$ cat src/rtl/sdram_seq_consts.svh
// Constants for the SDRAM page-mode sequencer.
`ifndef SDRAM_SEQ_CONSTS_SVH
`define SDRAM_SEQ_CONSTS_SVH
`define PORT_16             1'h0
`define PORT_32             1'h1
`define CAS_LATENCY_FIELD_ONE            2'h0
`define CAS_LATENCY_FIELD_TWO            2'h1
`define CMD_NOP             3'h7
`define CMD_ACTIVATE_CMD            3'h3
`define CMD_READ            3'h5
`define CMD_WRITE           3'h4
`define CMD_PRECHARGE_ALL_CMD            3'h2
`define RAS_TO_PRE_CLKS     4'h2
`define PRE_TO_ACT_CLKS     4'h2
`endif

$ cat src/rtl/sdram_seq_pkg.sv
// Types for the SDRAM page-mode sequencer.
package sdram_seq_pkg;
    typedef enum logic [2:0] {
        ST_IDLE   = 3'b000,
        ST_RCD    = 3'b001,
        ST_BEAT   = 3'b010,
        ST_DRAIN  = 3'b011,
        ST_RAS    = 3'b100,
        ST_PRECHARGE_ALL_CMD   = 3'b101,
        ST_RP     = 3'b110,
        ST_OPEN   = 3'b111
    } state_type;
endpackage

$ cat src/rtl/sdram_page_mode_sequencer.sv
// SDRAM address multiplexer and page-mode command sequencer.
`timescale 1ns/1ps
`include "sdram_seq_consts.svh"
module sdram_page_mode_sequencer #(
    parameter int BEAT_W = 4
) (
    input  wire logic              clk_sys,
    input  wire logic              rst,
    input  wire logic              port_32,
    input  wire logic [3:0]        col_lines,
    input  wire logic [1:0]        cas_latency_field,
    input  wire logic              continuous_page,
    input  wire logic              req_valid,
    output logic                   req_ready,
    input  wire logic              req_write,
    input  wire logic [31:0]       req_addr,
    input  wire logic [BEAT_W-1:0] req_beats,
    input  wire logic [31:0]       req_wdata,
    output logic                   wdata_take,
    output logic                   rdata_valid,
    output logic [31:0]            rdata,
    output logic                   done,
    output logic [12:0]            sdram_addr,
    output logic                   row_strobe_n,
    output logic                   column_strobe_n,
    output logic                   write_enable_n,
    output logic [31:0]            sdram_dq_out,
    output logic                   sdram_dq_oe,
    input  wire logic [31:0]       sdram_dq_in
);
    sdram_seq_pkg::state_type state_q, state_d;
    logic [31:0]       addr_q, addr_d;
    logic [BEAT_W-1:0] left_q, left_d;
    logic [3:0]        cnt_q, cnt_d;
    logic              wr_q, wr_d;
    logic [18:0]       open_row_q, open_row_d;
    logic              open_q, open_d;
    logic [2:0]        cmd_q, cmd_d;
    logic [12:0]       a_q, a_d;
    logic [31:0]       dq_q, dq_d;
    logic              oe_q, oe_d;
    logic [5:0]        rd_pipe_q, rd_pipe_d;
    logic [31:0]       din_s1_q, din_s2_q;
    logic [31:0]       din_s1_d, din_s2_d;
    logic [31:0]       rdata_q, rdata_d;
    logic              rvalid_q, rvalid_d;
    logic              done_q, done_d;
    logic [12:0]       row_addr, col_addr;
    logic [31:0]       map_addr;
    logic              hit;
    logic [1:0]        rd_lat;
    logic [2:0]        rv_idx;
    logic [3:0]        rcd_clks;

    // Row/column pin patterns, chosen by port size and column count.
    always_comb begin
        row_addr = 13'h0000;
        col_addr = 13'h0000;
        if (port_32 == `PORT_32) begin
            // Pins 0-6 carry row 15..9 and column 2..8; pin 7 row 17 / column 16.
            row_addr[0] = map_addr[15];
            col_addr[0] = map_addr[2];
            row_addr[1] = map_addr[14];
            col_addr[1] = map_addr[3];
            row_addr[2] = map_addr[13];
            col_addr[2] = map_addr[4];
            row_addr[3] = map_addr[12];
            col_addr[3] = map_addr[5];
            row_addr[4] = map_addr[11];
            col_addr[4] = map_addr[6];
            row_addr[5] = map_addr[10];
            col_addr[5] = map_addr[7];
            row_addr[6] = map_addr[9];
            col_addr[6] = map_addr[8];
            row_addr[7] = map_addr[17];
            col_addr[7] = map_addr[16];
        end else begin
            // Pins 0-7 carry row 16..9 and column 1..8.
            row_addr[0] = map_addr[16];
            col_addr[0] = map_addr[1];
            row_addr[1] = map_addr[15];
            col_addr[1] = map_addr[2];
            row_addr[2] = map_addr[14];
            col_addr[2] = map_addr[3];
            row_addr[3] = map_addr[13];
            col_addr[3] = map_addr[4];
            row_addr[4] = map_addr[12];
            col_addr[4] = map_addr[5];
            row_addr[5] = map_addr[11];
            col_addr[5] = map_addr[6];
            row_addr[6] = map_addr[10];
            col_addr[6] = map_addr[7];
            row_addr[7] = map_addr[9];
            col_addr[7] = map_addr[8];
        end

        // Upper pins: each extra column line takes a row pin and shifts the rows above it.
        unique case ({port_32, col_lines})
            {`PORT_32, 4'h8}: begin
                // Rows 18 to 22 pass straight.
                row_addr[8]  = map_addr[18];
                row_addr[9]  = map_addr[19];
                row_addr[10] = map_addr[20];
                row_addr[11] = map_addr[21];
                row_addr[12] = map_addr[22];
            end
            {`PORT_32, 4'h9}: begin
                // Row 18 dropped; pin 8 carries column 18.
                row_addr[8]  = map_addr[19];
                row_addr[9]  = map_addr[20];
                row_addr[10] = map_addr[21];
                row_addr[11] = map_addr[22];
                row_addr[12] = map_addr[23];
                col_addr[8]  = map_addr[18];
            end
            {`PORT_32, 4'hA}: begin
                // Row 20 unused; pin 9 carries column 20.
                row_addr[8]  = map_addr[19];
                row_addr[9]  = map_addr[21];
                row_addr[10] = map_addr[22];
                row_addr[11] = map_addr[23];
                row_addr[12] = map_addr[24];
                col_addr[8]  = map_addr[18];
                col_addr[9]  = map_addr[20];
            end
            {`PORT_32, 4'hB}: begin
                // Row 22 unused; pin 10 carries column 22.
                row_addr[8]  = map_addr[19];
                row_addr[9]  = map_addr[21];
                row_addr[10] = map_addr[23];
                row_addr[11] = map_addr[24];
                row_addr[12] = map_addr[25];
                col_addr[8]  = map_addr[18];
                col_addr[9]  = map_addr[20];
                col_addr[10] = map_addr[22];
            end
            {`PORT_32, 4'hC}: begin
                // Row 24 unused; pin 11 carries column 24.
                row_addr[8]  = map_addr[19];
                row_addr[9]  = map_addr[21];
                row_addr[10] = map_addr[23];
                row_addr[11] = map_addr[25];
                row_addr[12] = map_addr[26];
                col_addr[8]  = map_addr[18];
                col_addr[9]  = map_addr[20];
                col_addr[10] = map_addr[22];
                col_addr[11] = map_addr[24];
            end
            {`PORT_16, 4'hC}: begin
                // Odd columns 17 to 23 on pins 8 to 11; row 25 on pin 12.
                row_addr[8]  = map_addr[18];
                row_addr[9]  = map_addr[20];
                row_addr[10] = map_addr[22];
                row_addr[11] = map_addr[24];
                row_addr[12] = map_addr[25];
                col_addr[8]  = map_addr[17];
                col_addr[9]  = map_addr[19];
                col_addr[10] = map_addr[21];
                col_addr[11] = map_addr[23];
            end
            {`PORT_16, 4'hD}: begin
                // As twelve columns, plus column 25 where row 26 sits.
                row_addr[8]  = map_addr[18];
                row_addr[9]  = map_addr[20];
                row_addr[10] = map_addr[22];
                row_addr[11] = map_addr[24];
                row_addr[12] = map_addr[26];
                col_addr[8]  = map_addr[17];
                col_addr[9]  = map_addr[19];
                col_addr[10] = map_addr[21];
                col_addr[11] = map_addr[23];
                col_addr[12] = map_addr[25];
            end
            default: begin
                // Other geometries are not mapped here; the upper pins stay low for them.
                row_addr[12:8] = 5'h00;
            end
        endcase
    end

    // Beats take columns from the stepped address; the activate takes its row from the request.
    assign map_addr = (state_q == sdram_seq_pkg::ST_BEAT) ? addr_q : req_addr;
    assign hit      = open_q && (req_addr[31:13] == open_row_q);
    assign rd_lat   = cas_latency_field + 2'h1;
    // Valid trails the read by the latency, two synchroniser stages and the output register.
    assign rv_idx   = {1'b0, rd_lat} + 3'h2;
    // Latency field 01 gives two clocks; activate-to-column wait is latency less one.
    assign rcd_clks = {2'h0, rd_lat} - 4'h1;

    always_comb begin
        state_d    = state_q;
        addr_d     = addr_q;
        left_d     = left_q;
        cnt_d      = cnt_q;
        wr_d       = wr_q;
        open_row_d = open_row_q;
        open_d     = open_q;
        cmd_d      = `CMD_NOP;
        a_d        = a_q;
        dq_d       = dq_q;
        oe_d       = 1'b0;
        done_d     = 1'b0;
        rd_pipe_d  = {rd_pipe_q[4:0], 1'b0};
        req_ready  = 1'b0;
        wdata_take = 1'b0;
        unique case (state_q)
            sdram_seq_pkg::ST_IDLE, sdram_seq_pkg::ST_OPEN: begin
                if (req_valid && state_q == sdram_seq_pkg::ST_OPEN && hit) begin
                    // Page hit: column only, no activate.
                    req_ready = 1'b1;
                    addr_d    = req_addr;
                    wr_d      = req_write;
                    left_d    = req_beats;
                    state_d   = sdram_seq_pkg::ST_BEAT;
                end else if (state_q == sdram_seq_pkg::ST_OPEN) begin
                    cmd_d   = `CMD_PRECHARGE_ALL_CMD;
                    open_d  = 1'b0;
                    cnt_d   = `PRE_TO_ACT_CLKS;
                    state_d = sdram_seq_pkg::ST_RP;
                end else if (req_valid) begin
                    req_ready  = 1'b1;
                    addr_d     = req_addr;
                    wr_d       = req_write;
                    left_d     = req_beats;
                    cmd_d      = `CMD_ACTIVATE_CMD;
                    a_d        = row_addr;
                    open_row_d = req_addr[31:13];
                    open_d     = 1'b1;
                    cnt_d      = rcd_clks;
                    state_d    = (rcd_clks == 4'h0) ? sdram_seq_pkg::ST_BEAT : sdram_seq_pkg::ST_RCD;
                end
            end
            sdram_seq_pkg::ST_RCD: begin
                cnt_d = cnt_q - 4'h1;
                if (cnt_q <= 4'h1) begin
                    state_d = sdram_seq_pkg::ST_BEAT;
                end
            end
            sdram_seq_pkg::ST_BEAT: begin
                // One command and column per clock, address stepped here.
                cmd_d  = wr_q ? `CMD_WRITE : `CMD_READ;
                a_d    = 13'h0000;
                for (int i = 0; i < 13; i++) begin
                    a_d[i] = col_addr[i];
                end
                addr_d = addr_q + (port_32 ? 32'h4 : 32'h2);
                if (wr_q) begin
                    wdata_take = 1'b1;
                    dq_d       = req_wdata;
                    oe_d       = 1'b1;
                end else begin
                    rd_pipe_d[0] = 1'b1;
                end
                left_d = left_q - 1'b1;
                if (left_q <= 1) begin
                    cnt_d   = wr_q ? `RAS_TO_PRE_CLKS : {2'h0, rd_lat};
                    state_d = sdram_seq_pkg::ST_DRAIN;
                end
            end
            sdram_seq_pkg::ST_DRAIN: begin
                // Reads idle until last data returns.
                cnt_d = cnt_q - 4'h1;
                if (cnt_q <= 4'h1) begin
                    done_d = 1'b1;
                    state_d = continuous_page ? sdram_seq_pkg::ST_OPEN : sdram_seq_pkg::ST_PRECHARGE_ALL_CMD;
                end
            end
            sdram_seq_pkg::ST_PRECHARGE_ALL_CMD: begin
                cmd_d   = `CMD_PRECHARGE_ALL_CMD;
                open_d  = 1'b0;
                cnt_d   = `PRE_TO_ACT_CLKS;
                state_d = sdram_seq_pkg::ST_RP;
            end
            sdram_seq_pkg::ST_RP, sdram_seq_pkg::ST_RAS: begin
                // Idle clocks so no activate comes before precharge recovery.
                cnt_d = cnt_q - 4'h1;
                if (cnt_q <= 4'h1) begin
                    state_d = sdram_seq_pkg::ST_IDLE;
                end
            end
        endcase
    end

    always_ff @(posedge clk_sys) begin
        if (rst) begin
            state_q    <= sdram_seq_pkg::ST_IDLE;
            addr_q     <= 32'h0000_0000;
            left_q     <= '0;
            cnt_q      <= 4'h0;
            wr_q       <= 1'b0;
            open_row_q <= 19'h0;
            open_q     <= 1'b0;
            cmd_q      <= `CMD_NOP;
            a_q        <= 13'h0000;
            dq_q       <= 32'h0000_0000;
            oe_q       <= 1'b0;
            rd_pipe_q  <= 6'h00;
            done_q     <= 1'b0;
        end else begin
            state_q    <= state_d;
            addr_q     <= addr_d;
            left_q     <= left_d;
            cnt_q      <= cnt_d;
            wr_q       <= wr_d;
            open_row_q <= open_row_d;
            open_q     <= open_d;
            cmd_q      <= cmd_d;
            a_q        <= a_d;
            dq_q       <= dq_d;
            oe_q       <= oe_d;
            rd_pipe_q  <= rd_pipe_d;
            done_q     <= done_d;
        end
    end

    // Read data passes two flip-flops since it arrives from pins, then the output register.
    always_comb begin
        din_s1_d = sdram_dq_in;
        din_s2_d = din_s1_q;
        rdata_d  = din_s2_q;
        rvalid_d = rd_pipe_q[rv_idx];
    end

    always_ff @(posedge clk_sys) begin
        if (rst) begin
            din_s1_q <= 32'h0000_0000;
            din_s2_q <= 32'h0000_0000;
            rdata_q  <= 32'h0000_0000;
            rvalid_q <= 1'b0;
        end else begin
            din_s1_q <= din_s1_d;
            din_s2_q <= din_s2_d;
            rdata_q  <= rdata_d;
            rvalid_q <= rvalid_d;
        end
    end

    assign rdata_valid     = rvalid_q;
    assign rdata           = rdata_q;
    assign done            = done_q;
    assign sdram_addr      = a_q;
    assign row_strobe_n    = cmd_q[2];
    assign column_strobe_n = cmd_q[1];
    assign write_enable_n  = cmd_q[0];
    assign sdram_dq_out    = dq_q;
    assign sdram_dq_oe     = oe_q;
endmodule

$ cat config.mk
export PLATFORM = sky130hd
export DESIGN_NAME = sdram_page_mode_sequencer
export DESIGN_NICKNAME = d
export VERILOG_FILES = /design/src/rtl/sdram_seq_pkg.sv /design/src/rtl/sdram_page_mode_sequencer.sv
export VERILOG_INCLUDE_DIRS = /design/src /design/src/rtl
export SDC_FILE = /design/constraint.sdc
export NUM_CORES = 1
export LEC_CHECK = 0
export ABC_CLOCK_PERIOD_IN_PS = 3400
export BUFFER_PORTS_ARGS = -buffer_cell sky130_fd_sc_hd__buf_2
export CELL_PAD_IN_SITES_DETAIL_PLACEMENT = 0
export CELL_PAD_IN_SITES_GLOBAL_PLACEMENT = 1
export CORE_MARGIN = 5
export CORE_UTILIZATION = 40
export CTS_CLUSTER_SIZE = 24
export DETAILED_ROUTE_END_ITERATION = 12
export PLACE_DENSITY = 0.89
export SLEW_MARGIN = 5
export SYNTH_ARGS = -nofsm -noshare
export SYNTH_HDL_FRONTEND = slang
export SYNTH_SLANG_ARGS = --single-unit
$ cat constraint.sdc
create_clock -name clk_sys -period 3.4 [get_ports clk_sys]
set_clock_uncertainty 0.05 [all_clocks]
set_input_delay 1.02 -clock clk_sys [delete_from_list [all_inputs] [get_ports clk_sys]]
set_output_delay 1.02 -clock clk_sys [all_outputs]
set_load 0.005 [all_outputs]
# After elaboration in Yosys (flattened, before gate mapping)
# Index checks and enable logic that the tools add are counted.
dict set report op_classes {
  n_addsub 6
  n_lt_le_gt_ge 3
  eq_ne 27
  mux 60
  n_bitwise 4
  reduce_logical 25
}
# operator n
set ops {}
lappend ops {{2-to-1 mux 32 bit} 3}
lappend ops {{one-hot mux 32 bit (2 select lines)} 1}
lappend ops {{2-to-1 mux 13 bit} 3}
lappend ops {{one-hot mux 5 bit (7 select lines)} 1}
lappend ops {{2-to-1 mux 3 bit} 11}
lappend ops {{adder 32 x 3 -> 32 bit} 1}
lappend ops {{2-to-1 mux 4 bit} 7}
lappend ops {{2-to-1 mux 27 bit} 1}
lappend ops {{one-hot mux 13 bit (2 select lines)} 1}
lappend ops {{equality test 5 bit (second input constant)} 5}
lappend ops {{equality test 19 bit} 1}
lappend ops {{one-hot mux 3 bit (6 select lines)} 1}
lappend ops {{2-to-1 mux 1 bit} 17}
lappend ops {{2-to-1 mux 8 bit} 2}
lappend ops {{one-hot mux 4 bit (4 select lines)} 1}
lappend ops {{equality test 3 bit (second input constant)} 4}
lappend ops {{inequality test 2 bit (second input constant)} 6}
lappend ops {{AND reduction 3 bit} 4}
lappend ops {{OR reduction 2 bit} 6}
lappend ops {{equality test 5 x 4 -> 1 bit (second input constant)} 2}
lappend ops {{one-hot mux 1 bit (2 select lines)} 5}
lappend ops {{inequality test 3 bit (second input constant)} 3}
lappend ops {{one-hot mux 3 bit (3 select lines)} 1}
lappend ops {{<= comparator 4 x 1 -> 1 bit (second input constant)} 2}
lappend ops {{22 further kinds} 36}
dict set report word_totals {
  register_bits 217
  in_bits 112
  output_inout_bits 85
  word_cells 143
}

# Depth between registers and ports, before layout
dict set report depth {
  word_depth 8
  ltp_mapped 10
  depth_no_buf 9
}

# Worst setup path after synthesis
# Ideal clock, no wire load.
dict set report synth_path {
  kind {input port to flip-flop}
  from {input port port_32}
  to {register addr_q[19]}
  setup_ns 0.070
  arrival_time_ns 2.996
  required_time_ns 3.280
  slack_ns 0.284
  cell_stages 10
  n_path_buf 1
  path_cell_list {clkbuf_1 inv_2 ha_1 fa_1 nand3_1 nor4_4 nand2_1 o31ai_1 nand2_1 a21oi_1}
}
dict set report synth_between {
  elab_chain_cells 3
}
# element line_no
set synth_rtl {}
lappend synth_rtl {{start: declaration} sdram_page_mode_sequencer.sv:9} ;# input wire logic port_32,
lappend synth_rtl {{2-to-1 mux 3 bit} sdram_page_mode_sequencer.sv:246} ;# addr_d = addr_q + (port_32 ? 32'h4 : 32'h2);
lappend synth_rtl {{adder 32 x 3 -> 32 bit} sdram_page_mode_sequencer.sv:246}
lappend synth_rtl {{one-hot mux 32 bit (2 select lines)} sdram_page_mode_sequencer.sv:206} ;# unique case (state_q)
lappend synth_rtl {{end signal: assignment} sdram_page_mode_sequencer.sv:301} ;# addr_q <= addr_d;
lappend synth_rtl {{end: declaration} sdram_page_mode_sequencer.sv:32} ;# logic [31:0] addr_q, addr_d;
# Every way passes these cells.
# A chain may end at the register's enable or synchronous reset.

# Worst setup path after layout
dict set report layout_path {
  from {input port req_addr[16]}
  to {output port req_ready}
}
dict set report layout_between {
  elab_chain_cells 5
}
# element line_no
set layout_rtl {}
lappend layout_rtl {{start: declaration} sdram_page_mode_sequencer.sv:16} ;# input wire logic [31:0] req_addr,
lappend layout_rtl {{equality test 19 bit} sdram_page_mode_sequencer.sv:183} ;# assign hit = open_q && (req_addr[31:13] == open_row_q);
lappend layout_rtl {{logical AND 1 bit} sdram_page_mode_sequencer.sv:183}
lappend layout_rtl {{logical AND 1 bit} sdram_page_mode_sequencer.sv:208} ;# if (req_valid && state_q == sdram_seq_pkg::ST_OPEN && hit) begin
lappend layout_rtl {{2-to-1 mux 1 bit} sdram_page_mode_sequencer.sv:208}
lappend layout_rtl {{2-to-1 mux 1 bit} sdram_page_mode_sequencer.sv:206}
lappend layout_rtl {{end: declaration} sdram_page_mode_sequencer.sv:14} ;# output logic req_ready,
# Every way passes these cells.

==> results.json <==
{
  "cts_buffers": 23,
  "setup_viol": 0,
  "clk_latency_ns": 0.51,
  "synth_edf_count": 0,
  "critPathKind": "input pin to primary output",
  "num_vias": 7472,
  "r2r_setup_slack_ns": 0.66,
  "layout_common_cells": "210 x dfxtp_1, 190 x buf_2, 176 x nand2_1",
  "slew_violations": 0,
  "netlist_area_um2": 8570,
  "path_max_fanout": 3,
  "die_h_um": 156,
  "mostFrequentLayoutCell": "dfxtp_1",
  "cts_tree": "built",
  "grt_pass1_vias": 6977,
  "worstPathArrival_ns": 2.27,
  "drt_pass1_iterations": 5,
  "tightest_slew_ns": 0.902,
  "ys_warn_count": 0,
  "ys_seq_area_frac": 0.491,
  "cp-start-kind": "input pin",
  "synthFlopType": "dfxtp_1",
  "route.antenna.remaining_nets": 0,
  "grt-ovfl-total": 0,
  "leakagePower_nw": 4.56,
  "clockBufferDepth": 3,
  "vdd.ir_drop.worst_uv": 403,
  "clock_sinks": 210,
  "gp_congestion": 0.913,
  "syn-num-nets": 1111,
  "multi_input_area_um2": 4050,
  "synthCells": 990,
  "grt_max_degree": 74,
  "setup.worst_path.start": "req_addr[16]",
  "status": "completed",
  "die_width_um": 156,
  "first_iter_violations": 477,
  "setup_ws_ns": 0.0557,
  "drc_errors": 0,
  "initial_core_util": 0.407,
  "power_density_nw_per_um2": 686,
  "core_um2": 21000,
  "synth_area_per_cell_um2": 8.65,
  "fin_crit_ns": 3.34,
  "worstReg2RegStart": "state_q[0]$_SDFFE_PP0P_",
  "via_per_inst": 5.08,
  "area_delta_synth_final_pct": 25.4,
  "track_usage": 0.174,
  "ios": 197,
  "core.rowCount": 53,
  "r2r_cells": 7,
  "die_area_um2": 24400,
  "critPathRequiredTime_ns": 2.33,
  "worstHoldPathType": "flip-flop to flip-flop",
  "pre_cts_ws_ns": -0.297,
  "io_buffers": 195,
  "wl_per_cell_um": 15.1,
  "fin_total_pwr_mw": 7.37,
  "async_flop_share": 0,
  "drive_gt1_frac": 0.243,
  "clk_pin_slew_ns": 0.06,
  "hpwl_um": 15600,
  "layout_worst_path_cycle_share": 0.984,
  "seq_area_um2": 4200,
  "hold_violations": 0,
  "nets": 1299,
  "antenna_found_initial": 1,
  "htreeDepth": 1,
  "cts_root_buffer": "clkbuf_16",
  "final_core_util": 0.511,
  "cap_viol_max_count": 0,
  "rsz0062_at_grt": "yes",
  "wirelength_um": 22200,
  "ys_types": 65,
  "synth_seq_cells": 210,
  "critPathCapture": "req_ready",
  "max_slew_margin": 0.399,
  "nFillCells": 1978,
  "fmax_mhz": 299,
  "end_kind": "primary output",
  "r2r-end": "sdram_addr[12]$_SDFFE_PP0P_",
  "grt_pass1_wl_um": 35500,
  "tns_ns": 0
}
[layout make-up]
class	instances	area share
Clock buffer	31	0.0601
Clock inverter	10	0.0113
Multi-Input combinational cell	699	0.377
Timing Repair Buffer	231	0.123
Antenna cell	1	0.000233
Inverter	13	0.00454
Tap cell	275	0.0320
Sequential cell	210	0.391
[per-stage QoR]
stage          cell area, µm²  instances  hold slack [ns]
2_1_floorplan            8570        990            0.364
3_3_place_gp             9870       1424            0.366
3_5_place_dp             9870       1424            0.372
4_1_cts                 10700       1466            0.387
5_1_grt                 10700       1470            0.396
6_report                10700       1470            0.377
[cells in the mapped netlist (9+ instances only)]
master	n	share of area
a211oi_1	9	0.0079
a21oi_1	117	0.068
buf_2	13	0.0076
clkbuf_1	46	0.020
dfxtp_1	210	0.49
inv_1	11	0.0048
mux2i_1	16	0.019
nand2_1	176	0.077
nand2b_1	14	0.010
nor2_1	41	0.018
nor2b_1	105	0.077
nor3_1	14	0.0082
nor4_1	11	0.0080
o21ai_0	41	0.024
xor2_1	21	0.021
[flip-flops by register name (all words and copies together) (netlist names), 4 cells and up]
name	cells
sdram_addr	13
cnt_q	4
open_row_q	19
rdata	32
din_s2_q	32
rd_pipe_q	6
addr_q	25
din_s1_q	32
left_q	4
sdram_dq_out	32
[cells by family after synthesis]
logic type / share of synthesized area
flip-flops: 0.491
XOR/XNOR: 0.0215
AO/OA/AOI/OAI: 0.161
multiplexers: 0.0266
buffers and inverters: 0.0418
adder cells (fa/ha/maj): 0.0140
AND/OR/NAND/NOR: 0.245
[power breakdown]
group / switching (mW) / internal, mW
combinational: 1.07 / 0.793
clock: 1.00 / 1.49
sequential: 0.266 / 2.75
[worst max-delay path: stages]
cell	delay, ns
buf_8	0.11
xor2_4	0.15
nor4_4	0.33
buf_4	0.17
nand4_1	0.11
o21ai_1	0.17
buf_4	0.13
buf_6	0.08
[layer usage]
metal / GRT usage / vias up / part of all wire
li1: - / 3741 / -
met1: 0.233 / 3468 / 0.44
met2: 0.289 / 211 / 0.47
met3: 0.0288 / 52 / 0.065
met4: 0.0558 / 0 / 0.023
met5: 0 / - / 0
[what timing repair did]
item                                    CTS  global route
gates resized for setup                   6             9
buffers inserted                          1             3
pin swaps                                 3             2
gates cloned                              0             0
endpoints found under the setup margin    1             1
hold buffers                              0             0
[worst min-delay path by stage]
stage / startpoint / to / slack, ns / cells past startpoint
after floorplan: din_s1_q[0]$_SDFF_PP0_ / din_s2_q[0]$_SDFF_PP0_ / 0.36 / 1
after global placement: din_s1_q[14]$_SDFF_PP0_ / din_s2_q[14]$_SDFF_PP0_ / 0.37 / 1
after detailed placement: din_s2_q[18]$_SDFF_PP0_ / rdata[18]$_SDFF_PP0_ / 0.37 / 1
after CTS: din_s2_q[18]$_SDFF_PP0_ / rdata[18]$_SDFF_PP0_ / 0.39 / 1
after global routing: din_s2_q[4]$_SDFF_PP0_ / rdata[4]$_SDFF_PP0_ / 0.40 / 1
final: rd_pipe_q[0]$_SDFF_PP0_ / rd_pipe_q[1]$_SDFF_PP0_ / 0.38 / 1
No activity file was read; power rests on OpenSTA's default activity.
